===== src/rtl/pwr_rst_pkg.sv =====
// Purpose: Shared constants and types for the power and reset controller
// Assumes: One 25 MHz clock, synchronous active-low reset
// Notes:   Both ends and the interface import this package
`default_nettype none
package pwr_rst_pkg;
   localparam int unsigned CLK_MHZ          = 25;
   // Times in ns as specified
   localparam int unsigned QUIET_NS         = 100;
   localparam int unsigned SLOW_EXTRA_NS    = 10;
   localparam int unsigned SLOW_RATE_MHZ    = 10;
   localparam int unsigned QUIET_CYC        = (QUIET_NS * CLK_MHZ + 999) / 1000;
   localparam int unsigned SLOW_EXTRA_CYC   =
      ((SLOW_EXTRA_NS * CLK_MHZ + 999) / 1000 < 1) ? 1 :
      (SLOW_EXTRA_NS * CLK_MHZ + 999) / 1000;
   localparam int unsigned SLOW_RATE_CYC    = CLK_MHZ / SLOW_RATE_MHZ;
   // Default wait figures (arbitrary plain defaults)
   localparam int unsigned POST_RESET_WAIT_CYC   = 8;
   localparam int unsigned POWERON_PULSE_CYC     = 16;
   localparam int unsigned WARM_PULSE_CYC        = 2;
   // Power-mode register A fields
   localparam int unsigned FULL_SPEED_OFF_BIT    = 3;
   localparam int unsigned CLK_ARRAY_BLOCK_BIT   = 4;
   localparam int unsigned CLK_MCELL_BLOCK_BIT   = 5;
   // Power-mode register B fields: bit 2..6 block ctl0,1,2,pd0,pc7
   localparam int unsigned BLOCK_LSB             = 2;
   localparam int unsigned BLOCK_W               = 5;
   localparam logic [7:0]  REG_B_USED_MASK       = 8'h7c;
   localparam logic [7:0]  REG_A_USED_MASK       = 8'h38;
   localparam logic [7:0]  PWR_REG_RESET         = 8'h00;
   // Wishbone register word offsets (byte addresses)
   localparam logic [3:0]  OFF_REG_A             = 4'h0;
   localparam logic [3:0]  OFF_REG_B             = 4'h4;
   localparam logic [3:0]  OFF_STATUS            = 4'h8;
   localparam logic [3:0]  OFF_CTRL              = 4'hc;
   // Control register bits
   localparam int unsigned CTRL_PON_BIT          = 0;
   localparam int unsigned CTRL_WARM_BIT         = 1;
   // Device-port command codes
   typedef enum logic [1:0] {CMD_NONE, CMD_WR_A, CMD_WR_B} cmd_t;
   typedef enum {RS_RUN, RS_RESET, RS_WAIT} rst_state_t;
   typedef enum {H_IDLE, H_PULSE, H_WAIT} host_state_t;
endpackage : pwr_rst_pkg
`default_nettype wire


===== src/rtl/pwr_rst_if.sv =====
// Purpose: Link between the host sequencer and the device controller
// Assumes: Single clock shared by both ends
// Notes:   No tri-state wires; all signals are one-way
`default_nettype none
interface pwr_rst_if;
   import pwr_rst_pkg::*;
   logic       power_good;     // Supply steady, first reset is power-on
   logic       reset_n;        // Active-low reset to the device
   logic       chip_select_n;  // Flash and I/O block select
   logic       wr_n;           // Write strobe, control_input_0
   logic       rd_n;           // Read strobe, control_input_1
   logic       control_input_2;
   logic       port_d_pin0;
   logic       port_c_pin7;
   logic       logic_clock_input;
   logic [7:0] flash_sector_selects;
   cmd_t       cmd;            // Power-mode register write, one cycle
   logic [7:0] cmd_data;
   logic [7:0] reg_a_rd;
   logic [7:0] reg_b_rd;
   logic       dev_ready;      // Device out of reset and wait period
   modport host (output power_good, reset_n, chip_select_n, wr_n, rd_n,
      control_input_2, port_d_pin0, port_c_pin7, logic_clock_input,
      flash_sector_selects, cmd, cmd_data,
      input reg_a_rd, reg_b_rd, dev_ready);
   modport device (input power_good, reset_n, chip_select_n, wr_n, rd_n,
      control_input_2, port_d_pin0, port_c_pin7, logic_clock_input,
      flash_sector_selects, cmd, cmd_data,
      output reg_a_rd, reg_b_rd, dev_ready);
endinterface : pwr_rst_if
`default_nettype wire


===== src/rtl/pwr_rst_device.sv =====
// Purpose: Device end: power-mode registers, input gating, reset sequence
// Assumes: Link inputs synchronous to I_CLK; host keeps its own rules
// Notes:   Logic array behaviour is modelled at cycle level only
`default_nettype none
module pwr_rst_device
   import pwr_rst_pkg::*;
#(
   parameter int unsigned WAIT_CYC  = POST_RESET_WAIT_CYC,
   parameter int unsigned QUIET_LEN = QUIET_CYC
) (
   input  wire logic     I_CLK,
   input  wire logic     I_RST_N,
   pwr_rst_if.device     link,
   input  wire logic     I_POWER_DOWN,
   input  wire logic     I_MCELL_RESET,
   input  wire logic     I_MCELL_PRESET,
   input  wire logic [7:0] I_PORT_OUT,
   input  wire logic [7:0] I_PORT_DIR,
   output logic [4:0]    O_ARRAY_INPUTS,
   output logic          O_ARRAY_CLK,
   output logic          O_MCELL_CLK,
   output logic          O_ARRAY_STANDBY,
   output logic          O_SLOW_DELAY,
   output logic          O_FLASH_ENABLE,
   output logic          O_FLASH_WR_N,
   output logic          O_FLASH_RD_N,
   output logic          O_READ_ARRAY_MODE,
   output logic [7:0]    O_PORT_DIR,
   output logic [7:0]    O_PORT_OUT,
   output logic          O_MCELL_Q,
   output logic          O_LOGIC_VALID,
   output logic          O_ADDR_BLOCKED
);
   import pwr_rst_pkg::*;

   ////////////////////////////////////////////////////////////////////////
   typedef struct packed {
      rst_state_t  phase;
      logic [15:0] cnt;
      logic [7:0]  reg_a;
      logic [7:0]  reg_b;
      logic        powered;
      logic        cfg_loaded;
      logic [7:0]  quiet;
      logic [7:0]  rate;
      logic [4:0]  arr_in;
      logic        arr_clk;
      logic        mcell_clk;
      logic        standby;
      logic        slow;
      logic        fl_en;
      logic        fl_wr_n;
      logic        fl_rd_n;
      logic        read_array;
      logic [7:0]  port_dir;
      logic [7:0]  port_out;
      logic        mcell_q;
      logic        valid;
      logic        addr_blk;
      logic        ready;
   } dev_state_t;

   dev_state_t s_r;
   dev_state_t s_nxt;
   logic       in_reset;

   assign in_reset = (s_r.phase != RS_RUN);

   ////////////////////////////////////////////////////////////////////////
   always_comb begin
      logic [4:0] ins;
      logic       change;
      logic       mclk_rise;
      ins = {link.port_c_pin7, link.port_d_pin0, link.control_input_2,
         link.rd_n, link.wr_n};
      change = 1'b0;
      // Macrocell flops move on the rising edge of their gated clock only
      mclk_rise = link.logic_clock_input
         & ~s_r.reg_a[CLK_MCELL_BLOCK_BIT] & ~s_r.mcell_clk;
      s_nxt = s_r;
      // Reset sequencer
      case (s_r.phase)
         RS_RUN: begin
            if (!link.reset_n) begin
               s_nxt.phase = RS_RESET;
            end
         end
         RS_RESET: begin
            s_nxt.cnt = '0;
            if (link.reset_n) begin
               s_nxt.phase = RS_WAIT;
            end
         end
         default: begin
            if (!link.reset_n) begin
               s_nxt.phase = RS_RESET;
            end else if (s_r.cnt >= 16'(WAIT_CYC - 1)) begin
               s_nxt.phase = RS_RUN;
            end else begin
               s_nxt.cnt = s_r.cnt + 16'h0001;
            end
         end
      endcase
      s_nxt.ready = (s_nxt.phase == RS_RUN);
      if (!link.reset_n) begin
         // Cleared by any reset, kept in power-down                 
         s_nxt.port_dir = 8'h00;
         s_nxt.port_out = 8'h00;
         if (!s_r.powered) begin
            s_nxt.reg_a = PWR_REG_RESET;
            s_nxt.reg_b = PWR_REG_RESET;
            s_nxt.mcell_q = 1'b0;
            s_nxt.cfg_loaded = 1'b1;
            s_nxt.read_array = 1'b1;
            s_nxt.valid = 1'b0;
         end else begin
            s_nxt.mcell_q = I_MCELL_PRESET | (s_r.mcell_q
               & ~I_MCELL_RESET);
         end
      end else begin
         if (link.power_good && s_r.cfg_loaded) begin
            s_nxt.powered = 1'b1;
            s_nxt.valid = 1'b1;
         end
         if (!I_POWER_DOWN && !in_reset) begin
            s_nxt.port_dir = I_PORT_DIR;
            s_nxt.port_out = I_PORT_OUT;
         end
         if (I_POWER_DOWN) begin
            s_nxt.mcell_q = I_MCELL_PRESET | (s_r.mcell_q
               & ~I_MCELL_RESET);
         end else if (mclk_rise) begin
            s_nxt.mcell_q = ~s_r.mcell_q;
         end
      end
      if (!link.power_good) begin
         s_nxt.powered = 1'b0;
         s_nxt.cfg_loaded = 1'b0;
      end
      // Register writes through the device port, taken in run only
      if (!in_reset && link.reset_n) begin
         if (link.cmd == CMD_WR_A) begin
            s_nxt.reg_a = link.cmd_data & REG_A_USED_MASK;
         end else if (link.cmd == CMD_WR_B) begin
            s_nxt.reg_b = link.cmd_data & REG_B_USED_MASK;
         end
      end
      // Input gating into the array
      for (int i = 0; i < BLOCK_W; i++) begin
         s_nxt.arr_in[i] = ins[i] & ~s_r.reg_b[BLOCK_LSB + i];
      end
      s_nxt.arr_clk = link.logic_clock_input
         & ~s_r.reg_a[CLK_ARRAY_BLOCK_BIT];
      s_nxt.mcell_clk = link.logic_clock_input
         & ~s_r.reg_a[CLK_MCELL_BLOCK_BIT];
      // Standby tracking
      change = (s_nxt.arr_in != s_r.arr_in) | (s_nxt.arr_clk
         != s_r.arr_clk);
      if (!s_r.reg_a[FULL_SPEED_OFF_BIT] || change) begin
         s_nxt.quiet = '0;
         s_nxt.standby = 1'b0;
      end else if (s_r.quiet >= 8'(QUIET_LEN - 1)) begin
         s_nxt.standby = 1'b1;
      end else begin
         s_nxt.quiet = s_r.quiet + 8'h01;
      end
      // Composite rate estimate: slow when changes are spaced apart
      if (change) begin
         s_nxt.rate = '0;
      end else if (s_r.rate != 8'hff) begin
         s_nxt.rate = s_r.rate + 8'h01;
      end
      s_nxt.slow = s_r.reg_a[FULL_SPEED_OFF_BIT]
         && (s_r.rate >= 8'(SLOW_RATE_CYC));
      // Flash path: strobes bypass the gating bits
      s_nxt.fl_wr_n = link.wr_n;
      s_nxt.fl_rd_n = link.rd_n;
      s_nxt.fl_en = !link.chip_select_n && !in_reset;
      s_nxt.addr_blk = I_POWER_DOWN;
   end

   ////////////////////////////////////////////////////////////////////////
   always_ff @(posedge I_CLK) begin
      if (!I_RST_N) begin
         s_r <= '0;
         s_r.phase <= RS_RESET;
      end else begin
         s_r <= s_nxt;
      end
   end

   assign link.reg_a_rd     = s_r.reg_a;
   assign link.reg_b_rd     = s_r.reg_b;
   assign link.dev_ready    = s_r.ready;
   assign O_ARRAY_INPUTS    = s_r.arr_in;
   assign O_ARRAY_CLK       = s_r.arr_clk;
   assign O_MCELL_CLK       = s_r.mcell_clk;
   assign O_ARRAY_STANDBY   = s_r.standby;
   assign O_SLOW_DELAY      = s_r.slow;
   assign O_FLASH_ENABLE    = s_r.fl_en;
   assign O_FLASH_WR_N      = s_r.fl_wr_n;
   assign O_FLASH_RD_N      = s_r.fl_rd_n;
   assign O_READ_ARRAY_MODE = s_r.read_array;
   assign O_PORT_DIR        = s_r.port_dir;
   assign O_PORT_OUT        = s_r.port_out;
   assign O_MCELL_Q         = s_r.mcell_q;
   assign O_LOGIC_VALID     = s_r.valid;
   assign O_ADDR_BLOCKED    = s_r.addr_blk;
endmodule : pwr_rst_device
`default_nettype wire


===== src/flat_wrapper.sv =====
// flat-port wrapper written by rule: the top's interface ports become plain ports
module pwr_rst_device_flat import pwr_rst_pkg::*;
#(
   parameter int unsigned WAIT_CYC  = POST_RESET_WAIT_CYC,
   parameter int unsigned QUIET_LEN = QUIET_CYC
)
  (I_CLK, I_RST_N, I_POWER_DOWN, I_MCELL_RESET, I_MCELL_PRESET, I_PORT_OUT, I_PORT_DIR, O_ARRAY_INPUTS, O_ARRAY_CLK, O_MCELL_CLK, O_ARRAY_STANDBY, O_SLOW_DELAY, O_FLASH_ENABLE, O_FLASH_WR_N, O_FLASH_RD_N, O_READ_ARRAY_MODE, O_PORT_DIR, O_PORT_OUT, O_MCELL_Q, O_LOGIC_VALID, O_ADDR_BLOCKED, link_power_good, link_reset_n, link_chip_select_n, link_wr_n, link_rd_n, link_control_input_2, link_port_d_pin0, link_port_c_pin7, link_logic_clock_input, link_flash_sector_selects, link_cmd, link_cmd_data, link_reg_a_rd, link_reg_b_rd, link_dev_ready);
  pwr_rst_if link_i ();
  input  wire logic I_CLK;
  input  wire logic I_RST_N;
  input  wire logic I_POWER_DOWN;
  input  wire logic I_MCELL_RESET;
  input  wire logic I_MCELL_PRESET;
  input  wire logic [7:0] I_PORT_OUT;
  input  wire logic [7:0] I_PORT_DIR;
  output logic [4:0] O_ARRAY_INPUTS;
  output logic O_ARRAY_CLK;
  output logic O_MCELL_CLK;
  output logic O_ARRAY_STANDBY;
  output logic O_SLOW_DELAY;
  output logic O_FLASH_ENABLE;
  output logic O_FLASH_WR_N;
  output logic O_FLASH_RD_N;
  output logic O_READ_ARRAY_MODE;
  output logic [7:0] O_PORT_DIR;
  output logic [7:0] O_PORT_OUT;
  output logic O_MCELL_Q;
  output logic O_LOGIC_VALID;
  output logic O_ADDR_BLOCKED;
  input wire logic [$bits(link_i.power_good)-1:0] link_power_good;
  input wire logic [$bits(link_i.reset_n)-1:0] link_reset_n;
  input wire logic [$bits(link_i.chip_select_n)-1:0] link_chip_select_n;
  input wire logic [$bits(link_i.wr_n)-1:0] link_wr_n;
  input wire logic [$bits(link_i.rd_n)-1:0] link_rd_n;
  input wire logic [$bits(link_i.control_input_2)-1:0] link_control_input_2;
  input wire logic [$bits(link_i.port_d_pin0)-1:0] link_port_d_pin0;
  input wire logic [$bits(link_i.port_c_pin7)-1:0] link_port_c_pin7;
  input wire logic [$bits(link_i.logic_clock_input)-1:0] link_logic_clock_input;
  input wire logic [$bits(link_i.flash_sector_selects)-1:0] link_flash_sector_selects;
  input wire logic [$bits(link_i.cmd)-1:0] link_cmd;
  input wire logic [$bits(link_i.cmd_data)-1:0] link_cmd_data;
  output wire logic [$bits(link_i.reg_a_rd)-1:0] link_reg_a_rd;
  output wire logic [$bits(link_i.reg_b_rd)-1:0] link_reg_b_rd;
  output wire logic [$bits(link_i.dev_ready)-1:0] link_dev_ready;
  assign link_i.power_good = link_power_good;
  assign link_i.reset_n = link_reset_n;
  assign link_i.chip_select_n = link_chip_select_n;
  assign link_i.wr_n = link_wr_n;
  assign link_i.rd_n = link_rd_n;
  assign link_i.control_input_2 = link_control_input_2;
  assign link_i.port_d_pin0 = link_port_d_pin0;
  assign link_i.port_c_pin7 = link_port_c_pin7;
  assign link_i.logic_clock_input = link_logic_clock_input;
  assign link_i.flash_sector_selects = link_flash_sector_selects;
  assign link_i.cmd = link_cmd;
  assign link_i.cmd_data = link_cmd_data;
  assign link_reg_a_rd = link_i.reg_a_rd;
  assign link_reg_b_rd = link_i.reg_b_rd;
  assign link_dev_ready = link_i.dev_ready;
  pwr_rst_device #(.WAIT_CYC(WAIT_CYC), .QUIET_LEN(QUIET_LEN)) u_core (.I_CLK(I_CLK), .I_RST_N(I_RST_N), .link(link_i), .I_POWER_DOWN(I_POWER_DOWN), .I_MCELL_RESET(I_MCELL_RESET), .I_MCELL_PRESET(I_MCELL_PRESET), .I_PORT_OUT(I_PORT_OUT), .I_PORT_DIR(I_PORT_DIR), .O_ARRAY_INPUTS(O_ARRAY_INPUTS), .O_ARRAY_CLK(O_ARRAY_CLK), .O_MCELL_CLK(O_MCELL_CLK), .O_ARRAY_STANDBY(O_ARRAY_STANDBY), .O_SLOW_DELAY(O_SLOW_DELAY), .O_FLASH_ENABLE(O_FLASH_ENABLE), .O_FLASH_WR_N(O_FLASH_WR_N), .O_FLASH_RD_N(O_FLASH_RD_N), .O_READ_ARRAY_MODE(O_READ_ARRAY_MODE), .O_PORT_DIR(O_PORT_DIR), .O_PORT_OUT(O_PORT_OUT), .O_MCELL_Q(O_MCELL_Q), .O_LOGIC_VALID(O_LOGIC_VALID), .O_ADDR_BLOCKED(O_ADDR_BLOCKED));
endmodule

===== config.mk =====
export PLATFORM = sky130hd
export DESIGN_NAME = pwr_rst_device_flat
export DESIGN_NICKNAME = d
export VERILOG_FILES = /design/src/rtl/pwr_rst_pkg.sv /design/src/rtl/pwr_rst_if.sv /design/src/rtl/pwr_rst_device.sv /design/src/flat_wrapper.sv
export SDC_FILE = /design/constraint.sdc
export NUM_CORES = 1
export LEC_CHECK = 0
export ABC_AREA = 1
export ABC_CLOCK_PERIOD_IN_PS = 1700
export BUFFER_PORTS_ARGS = -buffer_cell sky130_fd_sc_hd__buf_4
export CAP_MARGIN = 25
export CORE_ASPECT_RATIO = 1.25
export CORE_MARGIN = 2
export CORE_UTILIZATION = 37
export DETAILED_ROUTE_END_ITERATION = 10
export PLACE_DENSITY = 0.58
export SYNTH_ARGS = -nofsm -noshare
export SYNTH_HDL_FRONTEND = slang
export SYNTH_SLANG_ARGS = --single-unit

===== constraint.sdc =====
create_clock -name I_CLK -period 1.7 [get_ports I_CLK]
set_clock_uncertainty 0.05 [all_clocks]
set_input_delay 0.17 -clock I_CLK [delete_from_list [all_inputs] [get_ports I_CLK]]
set_output_delay 0.17 -clock I_CLK [all_outputs]
set_load 0.01 [all_outputs]

Word-level counts from Yosys, hierarchy flattened
Index checks and enable logic that the tools add are counted.

Bits in registers: 115. Input bits: 48.

Add/sub/neg operators: 3. Magnitude comparators: 3. Eq/ne operators: 10. Mux-type cells: 20. Bitwise logic cells: 25. Reductions and logical operators: 22.

Operators by type and width (number): $mux 32 (4); $mux 16 (5); $logic_not 32->1 (2); $pmux 32 s2 (1); $eq 32x1->1 const B (1); $pmux 16 s2 (1); $reduce_bool 32->1 (1); $mux 8 (3); $add 16x1->16 const B (1); $add 8x1->8 const B (2); $ge 16x3->1 const B (1); $ge 8x2->1 const B (2); $not 1->1 (14); $reduce_and 2->1 (5); $and 1x1->1 (9); $ne 8x8->1 const B (1); $logic_and 1x1->1 (5); $mux 1 (5); $ne 5x5->1 (1); $logic_not 1->1 (4); $ne 2x2->1 const B (2); $reduce_or 2->1 (2); $ne 3x2->1 const B (1); $reduce_and 3->1 (1); 8 further kinds (9).

Longest topological paths before layout
Gate-level depths: netlist of the first run.

Depth after elaboration: 6. Mapped depth: 14. Depth with buffers taken out: 14.

Worst setup path after synthesis of the first run
No wires, ideal clock.

Path kind: reg2reg. Start point: register u_core.s_r[87] (netlist name). End point: register u_core.s_r[85] (netlist name). Setup time: 0.075 ns. Arrival: 1.475 ns. Required time: 1.575 ns. Setup slack: 0.100 ns. Cell stages (with the launch flop): 13. Clock period less this slack: 1.600 ns. Cell sequence: dfxtp_1 > inv_2 > nand2_1 > nor2_1 > nand2_1 > nor2_2 > nand2_4 > nand2_8 > inv_2 > a21oi_4 > inv_2 > buf_6 > nor3_2.

Word-level cells in the longest chain between the ends: 2. Elaborated cells between the ends (all ways): 3. Classes of those cells: eq/ne (1); mux (1); reduce/logical (1).

Ends and longest elaborated chain: start, declared (RTL line pwr_rst_device.sv:63) `dev_state_t s_r;`; start signal, assigned (RTL line pwr_rst_device.sv:188) `s_r <= s_nxt;`; $eq 32x1->1 / $logic_not 32->1 (equally long branches) (RTL line pwr_rst_device.sv:82) `case (s_r.phase)`; $pmux 32 s2 (*) (RTL line pwr_rst_device.sv:82).

Every way passes the cells marked *; elsewhere a longest branch is shown, timed or not. A chain may end at the register's enable or synchronous reset.

Worst setup path after layout of the first run
Start point: register u_core.s_r[88] (netlist name). End point: register u_core.s_r[109] (netlist name).

The elaborated chain is that of the path after synthesis.

==> flow_summary.json, run 1 <==
{
  "ios": 97,
  "crit_fanout": 5,
  "hp-start": "link_reset_n",
  "vias": 4113,
  "p_total_mw": 7.44,
  "rsz0062_at_grt": "true",
  "final_cells": 932,
  "drtIter0Drc": 190,
  "cp_slowest_stage_delay_ps": 350,
  "worst_slack_ps": -17.3,
  "grt-ovfl-total": 0,
  "violations": "negative setup slack",
  "synth.most_common_cell": "dfxtp_1",
  "postSynthNetCount": 656,
  "pre_cts_slack_ps": -91.7,
  "p_per_area_nw_per_um2": 1080,
  "path_class": "reg2reg",
  "io_buffers": 85,
  "slowest_stage": "dfxtp_1",
  "dr.pass1.iters": 4,
  "cts_root_buffer": "clkbuf_16",
  "worstHoldPathType": "in2reg",
  "worst_r2r_path_depth": 13,
  "cp_data_required_time_ps": 1990,
  "avgViaCountPerCell": 4.41,
  "die_x_um": 105,
  "filler_cell_count": 1194,
  "ys_types": 36,
  "grt_pass1_vias": 4044,
  "grt_max_degree": 18,
  "clkSinkCount": 115,
  "synth_flop_cell": "dfxtp_1",
  "p_leak_nw": 3.12,
  "drc_errors": 0,
  "cp_top_family": "simple AND/OR/NAND/NOR gates",
  "synth_top_area_share": 0.489,
  "reg2reg_to": "u_core.s_r[109]",
  "slew_headroom": 0.597,
  "netlist_top_cells_area": "dfxtp_1 49%, nand2_1 8.4%, nor2_1 8.0%",
  "start_util": 0.376,
  "min_path_cells": 3,
  "worstReg2RegStart": "u_core.s_r[88]",
  "yosysSeqAreaShare": 0.489,
  "synth_edf_count": 0,
  "status": "complete, but fails checks",
  "worstPathCellList": "inv_1 -> nand2_1 -> nor2_2 -> nand2_2 -> nor2_4 -> nand2_4 -> nand2_8 -> inv_4 -> a21oi_4 -> buf_6 -> buf_6 -> nand2_2 -> nor2_1",
  "arrival_ps": 2010,
  "maxCapViolCount": 0,
  "ys_ff_latch": 115,
  "fin_area_um2": 6860,
  "dpl_cell_area_um2": 5640,
  "setup_viol": 2,
  "reg2reg_slack_ps": -20,
  "nNetsFinal": 804,
  "yosysTopAreaCell": "dfxtp_1",
  "dp_hpwl_um": 7650,
  "slew_viol_final": 0,
  "area_growth_pct": 45.7,
  "cts_buffers": 17,
  "synth_common_cells": "115 x dfxtp_1, 106 x nand2_1, 101 x nor2_1",
  "multi_input_area_um2": 1940,
  "yosysWarnings": 0,
  "drtAntennaViolNets": 0,
  "crit_buf_inv": 4,
  "routed_wirelength_um": 11100,
  "tightest_slew_ps": 602,
  "fin_crit_ps": 1720,
  "min_to": "u_core.s_r[50]",
  "layout.area.seq_um2": 2310,
  "grt_pass1_wl_um": 17800,
  "finalCritPeriodShare": 1.01,
  "clk_latency_ps": 410,
  "drive_gt1_frac": 0.338,
  "timing.fmax_ghz": 0.582,
  "core_um2": 12500,
  "die_y_um": 130,
  "cts_buffer_depth": 2,
  "syn_inst": 603,
  "async_reset_ff_frac": 0,
  "fp.dieArea_um2": 13700,
  "cts_tree": "yes",
  "htreeDepth": 4,
  "wl_per_cell_um": 11.9,
  "gp_congestion": 0.808,
  "hold_viol": 0,
  "rows": 46,
  "start_kind": "flop",
  "post-place-cells": 861,
  "end_kind": "flop",
  "n_antenna_cell": 0,
  "clk_pin_slew_ps": 50,
  "grt_use_total": 0.163,
  "peakVddDrop_v": 0.000714,
  "synth_area_um2": 4710,
  "syn_avg_cell_area_um2": 7.81,
  "antenna_found_initial": 0
}
-- report_power, final --
group          leakage (nW)  switching (mW)  internal, mW
registers             0.933          0.0331          2.75
logic                  1.89           0.545         0.509
clock network         0.298            1.29          2.31
total                  3.12            1.87          5.57
-- layer usage --
layer	GRT usage	share of wire	vias to the layer above
met5	0	0	-
met3	0.0589	0.057	14
li1	-	-	2160
met4	0.0706	0.015	0
met2	0.294	0.52	84
met1	0.173	0.41	1855
-- how the worst max path moves through the flow --
stage,from,cells past startpoint,end
6_report,u_core.s_r[88],13,u_core.s_r[109]
5_1_grt,u_core.s_r[67],13,u_core.link.dev_ready
4_1_cts,u_core.s_r[98],12,u_core.s_r[101]
3_5_place_dp,u_core.s_r[100],12,u_core.s_r[101]
3_3_place_gp,u_core.s_r[100],13,u_core.link.dev_ready
2_1_floorplan,u_core.s_r[87],12,u_core.s_r[85]
-- per-stage QoR --
| stage | setup TNS [ps] | hold slack [ps] | util |
|---|---|---|---|
| 2_1_floorplan | 0 | 197 | - |
| 3_3_place_gp | -811 | 290 | 0.450 |
| 3_5_place_dp | -1500 | 289 | 0.450 |
| 4_1_cts | -12.0 | 8.59 | 0.530 |
| 5_1_grt | -3190 | 41.4 | 0.547 |
| 6_report | -25.6 | 31.9 | 0.547 |
-- placed cells by master (no fill, tap or decap), drive strengths merged, types with 2 or more instances in the layout --
| cell type | netlist | final |
|---|---|---|
| buf | 43 | 150 |
| dfxtp | 115 | 115 |
| nand2 | 109 | 109 |
| nor2 | 107 | 107 |
| inv | 76 | 78 |
| nor3 | 34 | 34 |
| nand3 | 33 | 33 |
| a21oi | 31 | 31 |
| dlygate4sd3 | 0 | 30 |
| clkbuf | 9 | 18 |
| o21ai | 16 | 16 |
| clkinv | 0 | 9 |
| xor2 | 6 | 6 |
| ha | 5 | 5 |
| nor4 | 4 | 4 |
| bufinv | 0 | 3 |
| or2 | 2 | 2 |
| xnor2 | 2 | 2 |
| nand4 | 2 | 2 |
-- worst register-to-register path, stage by stage (launching register included) --
cell and delay, ps:
dfxtp_1 350, inv_1 60, nand2_1 50, nor2_2 140, nand2_2 80, nor2_4 140, nand2_4 100, nand2_8 90
inv_4 30, a21oi_4 180, buf_6 160, buf_6 100, nand2_2 40, nor2_1 100
-- cell families (layout without fill, tap and decap cells) --
kind of cell,Yosys count,count (layout),synth area share
AO/OA/AOI/OAI,54,54,0.0645
multiplexers,1,1,0.00212
adder cells (fa/ha/maj),5,5,0.0133
AND/OR/NAND/NOR,292,292,0.280
XOR/XNOR,8,8,0.0149
buffers and inverters,128,289,0.136
flip-flops,115,115,0.489
-- area by class of cell --
| type | instances | area share |
|---|---|---|
| Inverter | 76 | 0.0430 |
| Sequential cell | 115 | 0.336 |
| Timing Repair Buffer | 181 | 0.219 |
| Clock buffer | 17 | 0.0620 |
| Tap cell | 168 | 0.0306 |
| Clock inverter | 15 | 0.0266 |
| Multi-Input combinational cell | 360 | 0.282 |
-- registers in the layout, indices dropped and copies added, names as in the netlist, 5 cells and up --
name / count
u_core.link.reg_a_rd: 8
u_core.O_PORT_DIR: 8
u_core.O_ARRAY_INPUTS: 5
u_core.s_r: 66
u_core.link.reg_b_rd: 8
u_core.O_PORT_OUT: 8
-- timing repair --
action                     CTS  global route
gates resized for setup     13            52
hold buffers                30             0
setup buffers                4             2
hold endpoints to repair    35             0
pin swaps                   10            16
setup endpoints to repair   40            89
cloned                       1             2
Power figures use the tool's default switching activity.
==> run 2, diff against run 1 <==
--- a/config.mk
+++ b/config.mk
@@ -7,3 +7,2 @@
 export LEC_CHECK = 0
-export ABC_AREA = 1
 export ABC_CLOCK_PERIOD_IN_PS = 1700
==> constraint.sdc (replaced) <==
create_clock -name I_CLK -period 1.7 [get_ports I_CLK]
set_clock_uncertainty 0.05 [all_clocks]
set_input_delay 0.34 -clock I_CLK [delete_from_list [all_inputs] [get_ports I_CLK]]
set_output_delay 0.34 -clock I_CLK [all_outputs]
set_load 0.01 [all_outputs]
==> run 2 against run 1 <==
Net effect: the run still ends with negative setup slack left; synthesized cell count is 17% lower; die area is 0.82% lower; final area is 8.9% lower; total power is 11% lower; sequential power is 1% lower; combinational power is 54% lower; global-route usage is 0.12 points higher; register-to-register slack worse by 60 ps; fmax is 3.5% lower; largest power group unchanged.
==> flow_summary.json, run 2 <==
{
  "cts_buffers": 17,
  "postSynthNetCount": 553,
  "synth_edf_count": 0,
  "hold_ws_ps": 43.3,
  "avgViaCountPerCell": 4.93,
  "drtAntennaViolNets": 0,
  "cts_root_buffer": "clkbuf_16",
  "core_um2": 12200,
  "synth_flop_cell": "dfxtp_1",
  "mostFrequentLayoutCells": "113 x dfxtp_1, 104 x buf_4, 50 x nand2_1",
  "drive_gt1_frac": 0.375,
  "grtUsageMet1": 0.198,
  "io_buffers": 85,
  "status": "complete, but fails checks",
  "die_y_um": 130,
  "violations": "negative setup slack",
  "start_util": 0.382,
  "cts_buffer_depth": 2,
  "synth_area_um2": 4670,
  "post-place-cells": 711,
  "drc_errors": 0,
  "slew_headroom": 0.766,
  "peakVddDrop_v": 0.000474,
  "synth_top_family_by_area": "simple AND/OR/NAND/NOR gates",
  "timing.fmax_ghz": 0.562,
  "synth.most_common_cell": "dfxtp_1",
  "top_register": "u_core.s_r",
  "wl_per_cell_um": 14.4,
  "cp_slowest_stage_delay_ps": 320,
  "synth_top_area_share": 0.493,
  "grtUsageMet3": 0.0508,
  "ios": 97,
  "cp_top_family": "simple AND/OR/NAND/NOR gates",
  "cts_tree": "yes",
  "n_antenna_cell": 0,
  "drtIter0Drc": 153,
  "rsz0062_at_grt": "true",
  "worstHoldPathType": "in2reg",
  "maxCapViolCount": 0,
  "yosysSeqAreaShare": 0.493,
  "area_growth_pct": 33.8,
  "setup_viol": 66,
  "grt_pass1_vias": 3654,
  "cp_data_required_time_ps": 1990,
  "cts_hold_buf": 0,
  "busiest_layer": "met2",
  "syn_inst": 500,
  "grt_use_total": 0.165,
  "yosysWarnings": 0,
  "arrival_ps": 2070,
  "die_x_um": 105,
  "synth_common_cells": "115 x dfxtp_1, 50 x nand2_1, 42 x buf_4",
  "p_leak_nw": 2.52,
  "synth_compound_area_frac": 0.144,
  "fp.dieArea_um2": 13500,
  "synthSimpleGateAreaFrac": 0.230,
  "slew_viol_final": 0,
  "crit_top_cell": "buf_6",
  "slowest_stage": "dfxtp_1",
  "globalRouteMet2Util": 0.269,
  "ys_ff_latch": 115,
  "path_class": "reg2reg",
  "clkSinkCount": 115,
  "ys_types": 45,
  "antenna_found_initial": 0,
  "worst_slack_ps": -80.3,
  "dp_hpwl_um": 6970,
  "rows": 45,
  "largest_reg_flops": 66,
  "synthXorXnorAreaFrac": 0.0169,
  "grt_max_degree": 30,
  "syn_avg_cell_area_um2": 9.34,
  "crit_fanout": 6,
  "yosysTopAreaCell": "dfxtp_1",
  "routed_wirelength_um": 10900,
  "dr.pass1.iters": 4,
  "netlist_top_cells_area": "dfxtp_1 49%, buf_4 6.7%, a21oi_2 5.1%",
  "vias": 3709,
  "clk_latency_ps": 410,
  "tightest_slew_ps": 350,
  "p_per_area_nw_per_um2": 1060,
  "end_kind": "flop",
  "crit_buf_inv": 2,
  "grt-ovfl-total": 0,
  "hold_viol": 0,
  "grt_pass1_wl_um": 17600,
  "yosys-mux-area-fraction": 0.00214,
  "async_reset_ff_frac": 0,
  "worstPathCellList": "nor4_2 -> and4_4 -> and4b_2 -> buf_6 -> buf_6 -> nand3_2 -> a21oi_2",
  "nNetsFinal": 629,
  "start_kind": "flop",
  "pre_cts_slack_ps": -250,
  "finalCritPeriodShare": 1.05,
  "final_cells": 753,
  "layout.cells.most_common": "dfxtp_1",
  "synthAdderAreaFrac": 0.0134,
  "htreeDepth": 4,
  "fin_crit_ps": 1780,
  "gp_congestion": 0.816,
  "fin_tns_setup_ps": -3260,
  "clk_pin_slew_ps": 50
}
## run 2: stage by stage
stage	total power, mW	utilization	instance area [µm²]
final	6.63	0.512	6250
after global routing	6.88	0.512	6250
after CTS	6.67	0.500	6110
after detailed placement	3.20	0.435	5320
after global placement	3.19	0.435	5320
after floorplan	3.03	-	4670
## run 2: cell families after synthesis
family                   Yosys count
AO/OA/AOI/OAI                     97
adder cells (fa/ha/maj)            5
XOR/XNOR                           9
AND/OR/NAND/NOR                  200
flip-flops                       115
multiplexers                       1
buffers and inverters             73
## run 2: area by class of cell
cell class	instances	area (µm²)
Inverter	6	22.5
Clock buffer	22	464
Multi-Input combinational cell	312	2060
Fill cell	1177	5970
Clock inverter	10	108
Sequential cell	115	2300
Timing Repair Buffer	124	1090
Tap cell	164	205
## run 2: metal layers
layer	vias up	share of wire
li1	1854	-
met1	1745	0.44
met2	82	0.49
met3	28	0.044
met4	0	0.030
met5	-	0
## run 2: worst paths after layout
check	startpoint	to	slack (ps)	cells after the start
worst max register to register	u_core.s_r[91]	u_core.O_PORT_OUT[3]	-80	7
worst min register to register	u_core.s_r[89]	u_core.s_r[89]	390	2
worst max-delay path	u_core.s_r[91]	u_core.O_PORT_OUT[3]	-80	7
worst min-delay path	link_chip_select_n	u_core.O_FLASH_ENABLE	40	2
## run 2: repair_timing
| item | in CTS | in global routing |
|---|---|---|
| cloned | 2 | 4 |
| setup buffers | 3 | 0 |
| pin swaps | 20 | 10 |
| endpoints found under the setup margin | 81 | 86 |
| hold endpoints to repair | 0 | 0 |
| gates resized for setup | 36 | 34 |
## run 2: report_power, final
| group | total (mW) | leakage, nW | internal [mW] | switching, mW |
|---|---|---|---|---|
| Combinational | 0.478 | 1.31 | 0.233 | 0.245 |
| Sequential | 2.75 | 0.931 | 2.73 | 0.0196 |
| Clock | 3.41 | 0.276 | 2.22 | 1.19 |
| Total | 6.63 | 2.52 | 5.18 | 1.46 |
==> run 3, diff against run 2 <==
- RECOVER_POWER: unset -> 50
==> run 3 against run 2 <==
Net effect: the flow still finishes with violations (negative setup slack); routed wire length rose by 0.39%; global-route usage stayed put; sequential share of layout area up 0.66 points; non-clock buffer count is the same; worst setup slack lost 1.9 ps; critical path depth unchanged; clock-buffer cell count unchanged; critical endpoint is now u_core.O_PORT_OUT[7]; highest routed layer unchanged.
==> flow_summary.json, run 3 (synthesis results as in run 2) <==
{
  "status": "complete, but fails checks",
  "violations": "negative setup slack",
  "die_y_um": 130,
  "grt_use_total": 0.165,
  "reg2reg_slack_ps": -80,
  "crit_buf_inv": 2,
  "n_antenna_cell": 0,
  "clkSinkCount": 115,
  "drive_gt1_frac": 0.326,
  "cp_data_required_time_ps": 1940,
  "dp_hpwl_um": 6970,
  "slew_viol_final": 0,
  "grt_max_degree": 30,
  "grt_pass1_wl_um": 17600,
  "nNetsFinal": 629,
  "p_leak_nw": 2.40,
  "hp-start": "link_chip_select_n",
  "clk_pin_slew_ps": 50,
  "arrival_ps": 2020,
  "drtIter0Drc": 162,
  "drtAntennaViolNets": 0,
  "path_class": "reg2reg",
  "hold_viol": 0,
  "end_kind": "flop",
  "clk_latency_ps": 410,
  "setup_viol": 66,
  "worstPathCellList": "nor4_2 -> and4_4 -> buf_4 -> nand4b_4 -> buf_12 -> o21ai_1 -> a21oi_2",
  "layout.area.seq_um2": 2300,
  "worstReg2RegStart": "u_core.s_r[91]",
  "final_util": 0.503,
  "core_um2": 12200,
  "cp.depth": 7,
  "gp_congestion": 0.816,
  "rows": 45,
  "multi_input_area_um2": 2060,
  "largest_reg_flops": 66,
  "io_buffers": 85,
  "cts_root_buffer": "clkbuf_16",
  "fp.dieArea_um2": 13500,
  "start_kind": "flop",
  "finalCritPeriodShare": 1.05,
  "reg2reg_to": "u_core.O_PORT_OUT[7]",
  "cts_buffers": 17,
  "fin_crit_ps": 1780,
  "maxCapViolCount": 0,
  "routed_wirelength_um": 10900,
  "slowest_stage": "dfxtp_1",
  "p_total_mw": 6.63,
  "worst_r2r_path_depth": 7,
  "min_to": "u_core.O_FLASH_ENABLE",
  "area_growth_pct": 31.5,
  "peakVddDrop_v": 0.000472,
  "min_path_cells": 2,
  "layout.cells.most_common": "dfxtp_1",
  "antenna_found_initial": 0,
  "drc_errors": 0,
  "rsz0062_at_grt": "true",
  "wl_per_cell_um": 14.5,
  "htreeDepth": 4,
  "dr.pass1.iters": 4,
  "vias": 3709,
  "grt-ovfl-total": 0,
  "crit_fanout": 21,
  "cp_slowest_stage_delay_ps": 320,
  "avgViaCountPerCell": 4.93,
  "worst_slack_ps": -82.2,
  "grt_pass1_vias": 3654,
  "start_util": 0.382,
  "die_x_um": 105,
  "tightest_slew_ps": 545,
  "worstHoldPathType": "in2reg",
  "ios": 97,
  "filler_cell_count": 1205,
  "cts_buffer_depth": 2,
  "slew_headroom": 0.637,
  "mostFrequentLayoutCells": "113 x dfxtp_1, 73 x buf_4, 50 x nand2_1",
  "cp_top_family": "simple AND/OR/NAND/NOR gates",
  "fin_tns_setup_ps": -3270,
  "timing.fmax_ghz": 0.561,
  "cts_tree": "yes",
  "p_per_area_nw_per_um2": 1080,
  "top_register": "u_core.s_r"
}
## run 3: cell count changes in the layout (fill, tap and decap cells not counted), sizes merged
| cell | before | now |
|---|---|---|
| clkbuf | 24 | 55 |
| buf | 122 | 91 |
## run 3: where the power goes
part | switching [mW] | total, mW | internal, mW
Combinational | 0.246 | 0.468 | 0.222
Sequential | 0.0193 | 2.75 | 2.73
Clock | 1.20 | 3.41 | 2.22
Total | 1.46 | 6.63 | 5.17
## run 3: worst register-to-register path, cell delays in order, from the launching register on
cell	delay (ps)
dfxtp_1	320
nor4_2	290
and4_4	270
buf_4	120
nand4b_4	150
buf_12	190
o21ai_1	190
a21oi_2	80
## run 3: routing by layer
metal,routed length (µm),track usage,vias up
li1,-,-,1852
met1,4890,0.198,1746
met2,5210,0.269,83
met3,462,0.0508,28
met4,338,0.0803,0
met5,0,0,-
## run 3: final cells by class
class / count / share of cell area
clock buffer: 22 / 0.0756
clock inverter: 10 / 0.0175
inverter: 6 / 0.00367
multi-input combinational: 312 / 0.335
sequential: 115 / 0.375
tap: 164 / 0.0334
timing repair buffer: 124 / 0.160
## run 3: worst max-delay path by stage
stage                                from                      end  slack [ps]
after CTS                 u_core.s_r[104]  u_core.link.reg_b_rd[5]        -110
after global routing       u_core.s_r[88]     u_core.O_PORT_OUT[7]        -180
after detailed placement   u_core.s_r[92]     u_core.O_PORT_OUT[6]        -250
after floorplan            u_core.s_r[92]          u_core.s_r[102]          70
final                      u_core.s_r[91]     u_core.O_PORT_OUT[7]         -80
after global placement     u_core.s_r[92]     u_core.O_PORT_DIR[1]        -160
## run 3: repair_timing
item,in CTS,in global routing
gates resized for setup,36,34
hold buffers,0,0
hold endpoints to repair,0,0
endpoints found under the setup margin,81,86
gates cloned,2,4
buffers inserted,3,0
pin swaps,20,10
## run 3: through the flow
step,cells,setup slack [ps],cell area [µm²],hold slack (ps)
final,753,-82.2,6140,44.2
after global routing,753,-178,6140,32.6
after CTS,748,-107,6110,31.5
after detailed placement,711,-250,5320,384
after global placement,711,-164,5320,380
after floorplan,500,73.1,4670,367
